## config.mk

```make
export PLATFORM = sky130hd
export DESIGN_NAME = serial_diag_interlock_status
export DESIGN_NICKNAME = d
export VERILOG_FILES = /design/src/rtl/diag_pkg.sv /design/src/rtl/serial_diag_interlock_status.sv
export SDC_FILE = /design/constraint.sdc
export NUM_CORES = 1
export LEC_CHECK = 0
export BUFFER_PORTS_ARGS = -buffer_cell sky130_fd_sc_hd__buf_2
export CAP_MARGIN = 20
export CORE_MARGIN = 2
export CORE_UTILIZATION = 50
export DETAILED_ROUTE_END_ITERATION = 16
export GPL_TIMING_DRIVEN = 0
export PLACE_DENSITY = 0.71
export SETUP_SLACK_MARGIN = 0.02
export SYNTH_ARGS = -nofsm -noshare
export SYNTH_HDL_FRONTEND = slang
export SYNTH_SLANG_ARGS = --single-unit
```

## constraint.sdc

```tcl
create_clock -name clk -period 2.8 [get_ports clk]
set_input_delay 0.56 -clock clk [delete_from_list [all_inputs] [get_ports clk]]
set_output_delay 0.56 -clock clk [all_outputs]
set_load 0.02 [all_outputs]
```

## src/rtl/diag_pkg.sv

```systemverilog
// Package of constants for the serial diagnostic interlock status block
package diag_pkg;
    // Chain and timing
    localparam int MAX_CHAIN = 31;
    localparam int CLK_HZ = 10000000;
    localparam int WARN_MINUTES = 30;
    localparam longint WARN_CYCLES_DEF = longint'(WARN_MINUTES) * 60 * CLK_HZ;
    localparam int WARN_CNT_W = 35;
    // Request byte bits
    localparam int REQ_MAGNET = 0;
    localparam int REQ_ERR_RESET = 7;
    // Response byte bits
    localparam int RSP_OUT_ACTIVE = 0;
    localparam int RSP_LOCK_POSSIBLE = 1;
    localparam int RSP_LOCKED = 2;
    localparam int RSP_CHAIN_IN = 4;
    localparam int RSP_ACT_VALID = 5;
    localparam int RSP_WARNING = 6;
    localparam int RSP_ERROR = 7;
    // Detail byte bits
    localparam int DET_OUT_A = 0;
    localparam int DET_OUT_B = 1;
    localparam int DET_CROSS = 2;
    localparam int DET_TEMP = 3;
    localparam int DET_ACTUATOR = 4;
    localparam int DET_INTERNAL = 5;
    localparam int DET_COMM = 6;
    localparam int DET_HANDLE = 7;
    // Reset values
    localparam logic [7:0] BYTE_RESET = 8'h00;
endpackage

```

## src/rtl/serial_diag_interlock_status.sv

```systemverilog
// Request decode, status bytes and fault latching of one chained interlock
`timescale 1ns/1ns
`default_nettype none

module serial_diag_interlock_status
    import diag_pkg::*;
#(
    parameter longint WARN_CYCLES = WARN_CYCLES_DEF,
    parameter bit POWER_TO_LOCK = 1'b0
) (
    // Clock and reset
    input wire logic clk,
    input wire logic sys_rst,
    // Request byte from gateway
    input wire logic [7:0] request_byte,
    input wire logic request_valid,
    // Gateway link health
    input wire logic comm_ok,
    // Serial diagnostic chain pass-through
    input wire logic serial_diag_line_in,
    output logic serial_diag_line_out,
    // Safety chain inputs (asynchronous pins)
    input wire logic chain_input_a,
    input wire logic chain_input_b,
    // Guard and actuator sensing (asynchronous pins)
    input wire logic guard_closed,
    input wire logic actuator_valid,
    input wire logic bolt_locked,
    // Locking turret position (asynchronous pins)
    input wire logic turret_at_rest,
    input wire logic turret_pulled,
    // Warning causes (asynchronous pins)
    input wire logic fault_out_a,
    input wire logic fault_out_b,
    input wire logic fault_cross,
    input wire logic fault_temp,
    // Fault causes (asynchronous pins)
    input wire logic fault_actuator,
    input wire logic fault_internal,
    input wire logic fault_handle,
    // Magnet
    output logic magnet_drive,
    // Safety channels
    output logic safety_output_a,
    output logic safety_output_b,
    // Response byte
    output logic [7:0] response_byte,
    // Detail bytes
    output logic [7:0] warning_detail_byte,
    output logic [7:0] error_detail_byte
);
    // Package constants: bit positions, counts, reset values
    import diag_pkg::*;

    // Number of synchronised pins
    localparam int NSYNC = 14;

    // Whole state of the block in one word
    typedef struct packed {
        // Two-stage pin synchronisers
        logic [NSYNC-1:0] sync1;
        logic [NSYNC-1:0] sync2;
        // Chain relay
        logic serial_q1;
        logic serial_q2;
        // Request state
        logic magnet_on;
        logic reset_req_last;
        // Safety channel state
        logic out_enable;
        logic was_enabled;
        // Fault state
        logic [7:0] err_latch;
        logic [WARN_CNT_W-1:0] warn_cnt;
        // Registered status bytes
        logic [7:0] rsp;
        logic [7:0] wrn;
        logic [7:0] err;
    } state_t;

    // Present and next state
    state_t s_reg;
    state_t s_next;

    // Pin bundle, most significant first
    logic [NSYNC-1:0] pins;
    assign pins = {
        fault_handle,
        fault_internal,
        fault_actuator,
        fault_temp,
        fault_cross,
        fault_out_b,
        fault_out_a,
        turret_pulled,
        turret_at_rest,
        bolt_locked,
        actuator_valid,
        guard_closed,
        chain_input_b,
        chain_input_a
    };

    // Synchronised chain and guard views
    logic in_a;
    logic in_b;
    logic closed;
    logic act_ok;
    logic locked;
    logic at_rest;
    logic pulled;
    // Synchronised fault views
    logic f_a;
    logic f_b;
    logic f_cross;
    logic f_temp;
    logic f_act;
    logic f_int;
    logic f_handle;

    // Unpack from second stage only; first stage may be metastable
    assign {
        f_handle,
        f_int,
        f_act,
        f_temp,
        f_cross,
        f_b,
        f_a,
        pulled,
        at_rest,
        locked,
        act_ok,
        closed,
        in_b,
        in_a
    } = s_reg.sync2;

    // Combinational fault handling and byte assembly
    always_comb begin
        // Scratch values, given defaults first
        logic warn_any;
        logic reset_edge;
        logic [7:0] cause;
        logic [7:0] warn_bits;
        logic lock_ok;
        logic enable_ok;
        warn_any = 1'b0;
        reset_edge = 1'b0;
        cause = BYTE_RESET;
        warn_bits = BYTE_RESET;
        lock_ok = 1'b0;
        enable_ok = 1'b0;
        // Default: every register holds
        s_next = s_reg;

        // Two-flop synchronisers; nothing but the second stage reads the first
        s_next.sync1 = pins;
        s_next.sync2 = s_reg.sync1;

        // Chain data re-timed through two stages onto the upstream side;
        // fixed hop delay keeps a full chain's latency bounded
        s_next.serial_q1 = serial_diag_line_in;
        s_next.serial_q2 = s_reg.serial_q1;

        // New request only while link is healthy; else hold state
        // Reset edge needs two accepted requests, 1 then 0
        if (request_valid && comm_ok) begin
            s_next.magnet_on = request_byte[REQ_MAGNET];
            s_next.reset_req_last = request_byte[REQ_ERR_RESET];
            reset_edge = s_reg.reset_req_last && !request_byte[REQ_ERR_RESET];
        end

        // Non-critical warnings, latched only once the timer turns them into a fault
        warn_bits[DET_OUT_A] = f_a;
        warn_bits[DET_OUT_B] = f_b;
        warn_bits[DET_CROSS] = f_cross;
        warn_bits[DET_TEMP] = f_temp;
        // One timer serves all four warning causes
        warn_any = f_a | f_b | f_cross | f_temp;

        // Persistent-warning timer; restarts whenever warnings vanish
        // Saturates at the limit so the converted fault stays set
        if (!warn_any) begin
            s_next.warn_cnt = '0;
        end else if (s_reg.warn_cnt < WARN_CNT_W'(WARN_CYCLES)) begin
            s_next.warn_cnt = s_reg.warn_cnt + WARN_CNT_W'(1);
        end

        // Immediate faults
        cause[DET_ACTUATOR] = f_act;
        cause[DET_INTERNAL] = f_int;
        cause[DET_HANDLE] = f_handle;
        // Warning held too long becomes a fault
        if (s_reg.warn_cnt >= WARN_CNT_W'(WARN_CYCLES)) begin
            cause[3:0] = warn_bits[3:0];
        end

        // Latch: set wins; clear only when cause gone and reset or guard open
        if (reset_edge || !closed) begin
            s_next.err_latch = cause;
            // Output faults survive until the outputs were released again
            if (!s_reg.was_enabled) begin
                s_next.err_latch[1:0] = s_reg.err_latch[1:0] | cause[1:0];
            end
        end else begin
            s_next.err_latch = s_reg.err_latch | cause;
        end
        // Link trouble is a warning only, never latched
        s_next.err_latch[DET_COMM] = 1'b0;

        // Magnet state matching the variant's lock level is a locking request
        if (s_reg.magnet_on == POWER_TO_LOCK) begin
            // Locking allowed only with the turret at rest
            lock_ok = closed && at_rest;
        end else begin
            // Unlocking refused while the door pulls the turret out
            lock_ok = closed && !pulled;
        end

        // Warnings alone leave the channels enabled
        enable_ok = closed && locked && act_ok;
        enable_ok = enable_ok && in_a && in_b;
        enable_ok = enable_ok && (s_next.err_latch == 8'h00);
        s_next.out_enable = enable_ok;

        // Remember a drop of the channels until they are enabled again
        if (s_reg.out_enable && !enable_ok) begin
            s_next.was_enabled = 1'b1;
        end else if (enable_ok) begin
            s_next.was_enabled = 1'b0;
        end

        // Response byte: channel and locking state
        s_next.rsp = BYTE_RESET;
        s_next.rsp[RSP_OUT_ACTIVE] = s_reg.out_enable;
        s_next.rsp[RSP_LOCK_POSSIBLE] = lock_ok;
        s_next.rsp[RSP_LOCKED] = locked && act_ok;

        // Response byte: inputs, actuator, warning and error flags
        s_next.rsp[RSP_CHAIN_IN] = in_a && in_b;
        s_next.rsp[RSP_ACT_VALID] = act_ok;
        s_next.rsp[RSP_WARNING] = warn_any;
        s_next.rsp[RSP_ERROR] = (s_reg.err_latch != 8'h00);

        // Warning detail, kept live so it is ready whenever a flag rises
        s_next.wrn = warn_bits;
        s_next.wrn[DET_INTERNAL] = f_int;
        s_next.wrn[DET_COMM] = !comm_ok;
        s_next.wrn[DET_HANDLE] = f_handle;

        // Error detail trails the latch by one cycle, like the error flag
        s_next.err = s_reg.err_latch;

        // Synchronous reset clears every stage, outputs included
        if (sys_rst) begin
            s_next = '0;
        end
    end

    // Single state register
    always_ff @(posedge clk) begin
        s_reg <= s_next;
    end

    // Chain relay output
    assign serial_diag_line_out = s_reg.serial_q2;

    // Magnet follows the request bit the same way in both variants
    assign magnet_drive = s_reg.magnet_on;

    // Both channels share one register, so they cannot disagree
    assign safety_output_a = s_reg.out_enable;
    assign safety_output_b = s_reg.out_enable;

    // Status bytes straight from flip-flops
    assign response_byte = s_reg.rsp;
    assign warning_detail_byte = s_reg.wrn;
    assign error_detail_byte = s_reg.err;
endmodule // serial_diag_interlock_status

`default_nettype wire

```

==> metrics, run 1 <==
worst hold path cell count=2; Worst Path Arrival=2.90 ns; clock slew at reported path FFs=0.10 ns; Die Y=92.5 um; Final GP Congestion=0.864; Worst Setup Slack, final=0.189 ns; Clock Latency Late Sink=~0.37 ns; # diodes=0; static leakage=1.75 nW; critical path required time=3.08 ns; initial antenna violation count=0; CTS root buf=clkbuf_8; Worst Reg-to-Reg Cells=7; Hold Crit Class=in2reg; Post-CTS Setup Bufs=0; CP max FO=10; hold path endpoint=s_reg[88]$_SDFF_PP0_; vias in the first global route=2981; period utilisation layout=0.932; Yosys top cell area share=0.496; Ys Warns=0; Worst Setup End Kind=flip-flop; reg2reg setup slack=0.19 ns; PwrDens=542 nW/um2; most frequent cells after synthesis=dfxtp_1, nor2b_1, nand2_1; Peak VDD IR=500 uV; final-report setup violation count=0; pin count of the biggest net entering global routing=19; number of synthesized flops with an enable pin=0; H-tree levels=3; DRT iter0 DRCs=188; RSZ-0062 raised after global routing=no; Clock Skew=0.0159 ns; #FFs+latches synth=97; Slew Viols, Final=0; count leader, synth=dfxtp_1; WL final=between 8000 and 9000 um; Hold Violations, Final=0; total chip power=about 0.0024 W; startpoint types=flip-flop; sequential share of the synthesized area=0.496; max FFs per register=59; Hold Startpoint=chain_input_b; drt pass-1 iters=5; first-pass GRT wire length=13900 um; Gate Count Post-Synth=441; Fmax=0.383 GHz; Crit Reg-Reg Endpoint=s_reg[35]$_SDFFE_PP0P_; Synth async-reset ratio=0; P&R area growth vs syn=14.7%; row cnt=32; Mapped Area=3920 um2; outcome=completed; max_cap viols=0; CTS Buffer Depth=2; Post-Place Setup Slack=-0.0362 ns; drt via density=~5.4; HPWL Detailed=6080 um; post-synth cell types=38; gr ovfl total=0; Ports=55; fin nets=528; DRT antenna net count=0; DIE WIDTH=92.5 um; fraction of layout cells with a size suffix above 1=0.198; Post-Syn Area per Cell=8.89 um2; die area=8560 um2; Main synth FF type=dfxtp_1; TritonCTS Buffers=9; relative slew slack=0.475; cts-stage hold buffer count=0; port buffer count=45; overall routing resource usage=0.205; # DRC=0; top cells by area, synth=dfxtp_1, nor2b_1, buf_4, nand2_1, a21oi_1; TritonCTS clock tree=yes; Via Count=around 3200; Starting Density=0.512; core area=7650 um2; CTS sink cnt=97; cell taking the most area after synthesis=dfxtp_1; fin crit period=about 2.6 ns; kind of critical path=reg2reg; worst reg2reg path startpoint=s_reg[54]$_SDFFE_PP0P_; Tightest Pin Transition=around 0.78 ns; Routed WL per cell=13.8 um
where the power goes:
| group | switching (W) | total, W | internal, W |
|---|---|---|---|
| clock network | 0.000520 | 0.000887 | 0.000367 |
| logic | 0.0000727 | 0.000126 | 0.0000529 |
| registers | 0.0000136 | 0.00142 | 0.00141 |
worst max-delay path by stage:
stage                     slack (ns)                      to  depth (start not counted)                   start
after global routing            0.04    s_reg[59]$_SDFF_PP0_                          7  s_reg[54]$_SDFFE_PP0P_
final                           0.19  s_reg[35]$_SDFFE_PP0P_                          7  s_reg[54]$_SDFFE_PP0P_
after CTS                       0.22  s_reg[46]$_SDFFE_PP0P_                          7       f_temp$_SDFF_PP0_
after global placement          0.02  s_reg[45]$_SDFFE_PP0P_                          7       f_temp$_SDFF_PP0_
after floorplan                 0.58  s_reg[46]$_SDFFE_PP0P_                          6  s_reg[54]$_SDFFE_PP0P_
after detailed placement       -0.04  s_reg[47]$_SDFFE_PP0P_                          7       f_temp$_SDFF_PP0_
cell type report:
type                            instances  area (um2)
Buffer                                 46         280
Clock buffer                           10         138
Clock inverter                          6        61.3
Fill cell                             714        3150
Inverter                               10        37.5
Multi-Input combinational cell        290        1680
Sequential cell                        97        1940
Tap cell                              102         128
Timing Repair Buffer                   45         225
metal layers:
layer | vias up | GRT usage | share of wire
met1 | 1497 | 0.274 | 0.46
met4 | 0 | 0.0833 | 0.020
met3 | 17 | 0.0366 | 0.055
met2 | 102 | 0.329 | 0.46
li1 | 1631 | - | -
met5 | - | 0 | 0
through the flow:
| stage | cells | instance area [um2] | TNS, ns | utilization | hold WS (ns) |
|---|---|---|---|---|---|
| 5_1_grt | 606 | 4490 | 0 | 0.588 | 0.392 |
| 6_report | 606 | 4490 | 0 | 0.588 | 0.394 |
| 4_1_cts | 606 | 4480 | 0 | 0.586 | 0.384 |
| 2_1_floorplan | 443 | 3930 | 0 | - | 0.402 |
| 3_3_place_gp | 590 | 4280 | 0 | 0.560 | 0.410 |
| 3_5_place_dp | 590 | 4280 | -0.124 | 0.560 | 0.424 |
cells in the final DEF, fill, tap and decap left out, types with 2 or more instances in the layout:
cell type and instances:
dfxtp_1 97, buf_2 50, nor2b_1 45, nand2_1 38, a21oi_1 27, nor2_1 25
buf_4 25, nand3_1 22, o21ai_0 17, or4_1 17, clkbuf_1 15, or3_1 14
nor3_1 11, clkbuf_8 10, inv_1 9, nand4_1 9, nor4_1 7, o211ai_1 6
o21a_1 6, and3_1 6, o31ai_1 6, mux2i_1 5, o31a_1 4, or2_2 4
a21o_1 3, conb_1 3, nand2b_1 2, and4_1 2, ha_1 2, clkinv_4 2
worst max-delay path, cell delays in order (launching register included):
cell     delay [ns]
dfxtp_1        0.35
or4_4          0.55
nor4b_1        0.50
o21a_1         0.30
buf_2          0.27
buf_2          0.27
o21ai_0        0.14
a21oi_1        0.15
kinds of logic (layout without fill, tap and decap cells):
family | count (synthesis) | in the layout | synth area share
muxes | 6 | 6 | 0.0156
adders and majority gates | 2 | 2 | 0.00638
DFF | 97 | 97 | 0.496
and+or+nand+nor | 205 | 205 | 0.285
other | 1 | 3 | 0.000957
AOI/OAI and AO/OA | 74 | 74 | 0.115
buffers and inverters | 56 | 117 | 0.0811
what timing repair did:
| item | 4_1_cts | 5_1_grt |
|---|---|---|
| endpoints found under the setup margin | 9 | 1 |
| gates resized for setup | 1 | 1 |
| endpoints found under the hold margin | 0 | 0 |
(Power assumes the default switching activity.)
==> run 2: changes to the inputs <==
PLACE_DENSITY = 0.74   (was 0.71)
clock period = 2.2 ns   (was 2.8 ns; I/O delays follow)
==> run 2 against run 1 <==
  * The flow now finishes with violations (negative setup slack)
  * Clock skew is 0.0034 ns lower
  * Wire length is 13% higher
  * Largest power group unchanged
  * Combinational power is 28% higher
  * Power is 29% higher
  * Critical endpoint is now s_reg[45]$_SDFFE_PP0P_
  * Design area is 11% higher
  * Sequential power is 27% higher
  * Non-clock buffer count is 23 higher
  * Clock power is 32% higher
  * First-iteration DRC count is 13% higher
  * Critical path depth stayed put
==> metrics, run 2 (same netlist as run 1, synthesis figures left out) <==
Multi-input gate area=1860 um2; clock slew at reported path FFs=roughly 0.11 ns; Hold Startpoint=actuator_valid; Post-Place Setup Slack=-0.649 ns; Final Non-Filler Cells=between 600 and 700; TNS Setup=-0.640 ns; Crit Reg-Reg Endpoint=s_reg[45]$_SDFFE_PP0P_; CP dominant cell by count=or4_4; critical path required time=2.52 ns; CTS root buf=clkbuf_8; CTS sink cnt=97; Hold Crit Class=in2reg; cell chain of the critical path=nand4_1, buf_4, or4_4, buf_6, or3_4, or4_4, nand2_1; DRT antenna net count=0; row cnt=32; Crit. Startpoint=s_reg[28]$_SDFFE_PP0P_; Die Y=92.5 um; TritonCTS Buffers=9; period utilisation layout=1.07; fill count=583; Peak VDD IR=351 uV; Worst Reg-to-Reg Cells=7; vias in the first global route=between 3000 and 4000; Via Count=approximately 3500; # DRC=0; RSZ-0062 raised after global routing=yes; kind of critical path=reg2reg; P&R area growth vs syn=27.2%; Final GP Congestion=~0.9; CP max FO=5; Tightest Pin Transition=0.574 ns; Clock Latency Late Sink=0.37 ns; relative slew slack=0.617; fraction of layout cells with a size suffix above 1=0.326; Worst Setup End Kind=flip-flop; core area=7650 um2; TritonCTS clock tree=yes; Worst Path Arrival=2.67 ns; HPWL Detailed=around 6000 um; PwrDens=631 nW/um2; total chip power=0.00315 W; fin nets=551; pin count of the biggest net entering global routing=21; WL final=between 9000 and 10000 um; overall routing resource usage=0.207; worst path bufs/invs=2; violated checks=negative setup slack; Fmax=approximately 0.43 GHz; Routed WL per cell=between 15 and 20 um; Worst path depth=7; drt via density=5.58; critical path's largest stage delay=around 0.5 ns; CP max stage cell=or4_4; gr ovfl total=0; fin crit period=2.35 ns; commonest non-fill, non-tap cell in the layout=dfxtp_1; DRT iter0 DRCs=212; die area=8560 um2; port buffer count=45; CP endpoint=s_reg[45]$_SDFFE_PP0P_; max FFs per register=59; CP top delay family=simple AND/OR/NAND/NOR gates; max_cap viols=0; reg2reg setup slack=-0.15 ns; outcome=finished, violations left; worst reg2reg path startpoint=s_reg[28]$_SDFFE_PP0P_; Slew Viols, Final=0; first-pass GRT wire length=approximately 14000 um; Ports=55; final-report setup violation count=9; commonest cells after routing, fill and taps aside=dfxtp_1, buf_2, nor2b_1; Clock Skew=0.0125 ns; initial antenna violation count=0; H-tree levels=3; startpoint types=flip-flop; # diodes=0; Starting Density=0.512; DIE WIDTH=92.5 um; static leakage=1.95 nW; Hold Violations, Final=0; Worst Setup Slack, final=-0.147 ns; drt pass-1 iters=7; CTS Buffer Depth=2; FF/Latch Area=about 2000 um2; Placed Cells=590
## run 2: cell types whose count changed in the layout (fill, tap and decap cells not counted), moves of 3 or more
cell	before	now
buf_6	1	6
dfxtp_1	97	84
nor3_1	11	8
buf_4	25	43
or4_1	17	7
or4_4	1	11
dfxtp_2	0	13
clkbuf_1	15	10
buf_2	50	47
buf_8	0	5
or3_4	0	3
or3_1	14	11
## run 2: worst min-delay path by stage
stage,depth (start not counted),endpoint
floorplan,1,response_byte[1]$_SDFF_PP0_
global placement,1,f_handle$_SDFF_PP0_
detailed placement,1,at_rest$_SDFF_PP0_
CTS,2,s_reg[88]$_SDFF_PP0_
global route,2,s_reg[100]$_SDFF_PP0_
finish,2,s_reg[90]$_SDFF_PP0_
## run 2: power breakdown
group	leakage [nW]	switching, W	internal, W
combinational	1.05	0.0000935	0.0000671
clock	0.105	0.000715	0.000458
sequential	0.796	0.0000173	0.00179
total	1.95	0.000826	0.00232
## run 2: cell type report
cell class | count | share of cell area
Sequential cell | 97 | 0.393
Multi-Input combinational cell | 290 | 0.373
Timing Repair Buffer | 69 | 0.0901
Buffer | 45 | 0.0695
Tap cell | 102 | 0.0256
Clock buffer | 9 | 0.0248
Clock inverter | 7 | 0.0168
Inverter | 10 | 0.00778
## run 2: metrics by stage
stage	hold slack (ns)	util	area, um2
2_1_floorplan	0.402	-	3930
3_3_place_gp	0.416	0.560	4280
3_5_place_dp	0.421	0.560	4280
4_1_cts	0.265	0.609	4660
5_1_grt	0.268	0.652	4990
6_report	0.266	0.652	4990
## run 2: worst reg2reg max path, cell delays in order, from the launching register on
cell and delay, ns:
dfxtp_2 0.37, nand4_1 0.20, buf_4 0.21, or4_4 0.43
buf_6 0.14, or3_4 0.38, or4_4 0.51, nand2_1 0.07
## run 2: timing repair
item	CTS	global route
resized for setup	31	56
gates cloned	0	3
endpoints found under the hold margin	0	0
buffers inserted	11	10
pin swaps	5	20
hold buffers	0	0
setup endpoints to repair	42	35
## run 2: layer usage
metal | global-route usage | share of wire | vias to the layer above
met3 | 0.0350 | 0.054 | 27
met1 | 0.249 | 0.42 | 1668
met4 | 0.107 | 0.027 | 0
met5 | 0 | 0 | -
met2 | 0.356 | 0.50 | 137
li1 | - | - | 1677
==> run 3: changes to the inputs <==
CORE_MARGIN = default   (was 2)
==> run 3 against run 2 <==
  * The flow still finishes with violations (negative setup slack)
  * Register-to-register slack better by 0.02 ns
  * Highest routed layer unchanged
  * Largest power group unchanged
  * Critical endpoint is now s_reg[44]$_SDFFE_PP0P_
  * Sequential share of layout area up 2.3 points
  * Largest cell class unchanged
  * Via count down 4.1%
  * Clock power up 8%
==> metrics, run 3 (same netlist as run 1, synthesis figures left out) <==
Post-DP Area=4280 um2; fin crit period=around 2.3 ns; commonest non-fill, non-tap cell in the layout=dfxtp_1; worst hold path cell count=2; TritonCTS clock tree=yes; Final GP Congestion=0.839; Worst Path Arrival=2.64 ns; period utilisation layout=1.06; Slew Viols, Final=0; drt via density=roughly 5.5; Worst Setup End Kind=flip-flop; # diodes=0; CP max stage cell=or4_4; DRT antenna net count=0; commonest cells after routing, fill and taps aside=dfxtp_1, nor2b_1, buf_2; Hold Violations, Final=0; violated checks=negative setup slack; die area=8200 um2; Sw Share=0.250; relative slew slack=0.580; final-report setup violation count=24; first-pass GRT wire length=14000 um; kind of critical path=reg2reg; Final Non-Filler Cells=615; port buffer count=between 40 and 50; fin util=0.642; DIE WIDTH=90.5 um; Hold Crit Class=in2reg; cell chain of the critical path=or4_4, o21a_1, buf_4, or4_4, or4_1, nand2_1; Starting Density=0.529; PwrDens=679 nW/um2; clock group share of total power=0.391; Routed WL per cell=between 10 and 15 um; fin nets=540; Peak VDD IR=410 uV; CTS root buf=clkbuf_8; total chip power=0.00323 W; Clock Latency Late Sink=0.38 ns; H-tree levels=3; sequential share of power=0.560; Die Y=90.5 um; RSZ-0062 raised after global routing=yes; CP dominant cell by count=or4_4; P&R area growth vs syn=21.3%; startpoint types=flip-flop; Internal=0.00242 W; clock slew at reported path FFs=roughly 0.12 ns; Tightest Pin Transition=0.626 ns; cts-stage hold buffer count=0; Placed Cells=roughly 590; row cnt=31; critical path required time=2.52 ns; # DRC=0; initial antenna violation count=0; HPWL Detailed=roughly 5900 um; Worst Reg-to-Reg Cells=6; CTS sink cnt=97; final hold slack=0.272 ns; CP max FO=4; core area=7410 um2; WL final=8710 um; critical path's largest stage delay=0.57 ns; Comb pwr share=0.049; outcome=finished, violations left; CTS Buffer Depth=2; pin count of the biggest net entering global routing=20; DRT iter0 DRCs=172; Clock Skew=0.0198 ns; TritonCTS Buffers=9; gr ovfl total=0; Worst Setup Slack, final=-0.127 ns; switching power=0.000807 W; overall routing resource usage=0.214; max FFs per register=59; vias in the first global route=3092; drt pass-1 iters=5; Fmax=0.430 GHz; static leakage=1.87 nW; max_cap viols=0; fraction of layout cells with a size suffix above 1=0.304; Via Count=3364; final instance area=4750 um2; Ports=55
==> run 3: cell count changes in the layout (fill, tap and decap cells not counted), sizes merged <==
cell      before  now
buf          101   89
bufinv         0    1
clkbuf        22   23
clkinv         5    2
clkinvlp       0    1
inv           12   13
==> run 3: final cells by class <==
type,instances,area [um2]
clock inverter,7,96.3
buffer,45,309
inverter,10,38.8
fill,614,2650
tap,99,124
sequential,97,1980
clock buffer,9,124
multi-input combinational,290,1760
timing repair buffer,58,323
==> run 3: power by group through the flow <==
stage | clock network (W) | registers (W) | logic [W]
6_report | 0.00126 | 0.00181 | 0.000159
5_1_grt | 0.00134 | 0.00181 | 0.000175
3_3_place_gp | 0 | 0.00185 | 0.000155
4_1_cts | 0.00128 | 0.00181 | 0.000159
3_5_place_dp | 0 | 0.00185 | 0.000156
2_1_floorplan | 0 | 0.00185 | 0.000104
==> run 3: layer usage <==
layer  track usage  part of all wire  vias to the layer above
met5             0                 0                        -
met4         0.106             0.020                        0
met3        0.0404             0.064                       14
met2         0.345              0.47                      128
met1         0.273              0.45                     1568
li1              -                 -                     1654
==> run 3: path summary, 6_finish.rpt <==
check	startpoint	endpoint	slack (ns)
worst min-delay path	actuator_valid	s_reg[90]$_SDFF_PP0_	0.27
worst min register to register	pulled$_SDFF_PP0_	response_byte[1]$_SDFF_PP0_	0.44
worst max register to register	s_reg[55]$_SDFFE_PP0P_	s_reg[44]$_SDFFE_PP0P_	-0.13
worst max-delay path	s_reg[55]$_SDFFE_PP0P_	s_reg[44]$_SDFFE_PP0P_	-0.13
==> run 3: through the flow <==
stage | TNS, ns | setup WS [ns]
finish | -1.09 | -0.127
CTS | -0.912 | -0.106
global placement | -11.34 | -0.484
detailed placement | -11.27 | -0.473
floorplan | 0 | 0.0286
global route | -2.89 | -0.168
==> run 3: worst max-delay path: cells and delay by family (launching register included) <==
| kind | cells | cell delay (ns) |
|---|---|---|
| compound gates | 1 | 0.21 |
| buf+inv | 1 | 0.14 |
| flops | 1 | 0.35 |
| simple gates | 4 | 1.56 |
==> run 3: repair_timing <==
item	CTS	global route
setup buffers	6	7
setup endpoints to repair	42	39
pin swaps	3	14
gates resized for setup	22	44
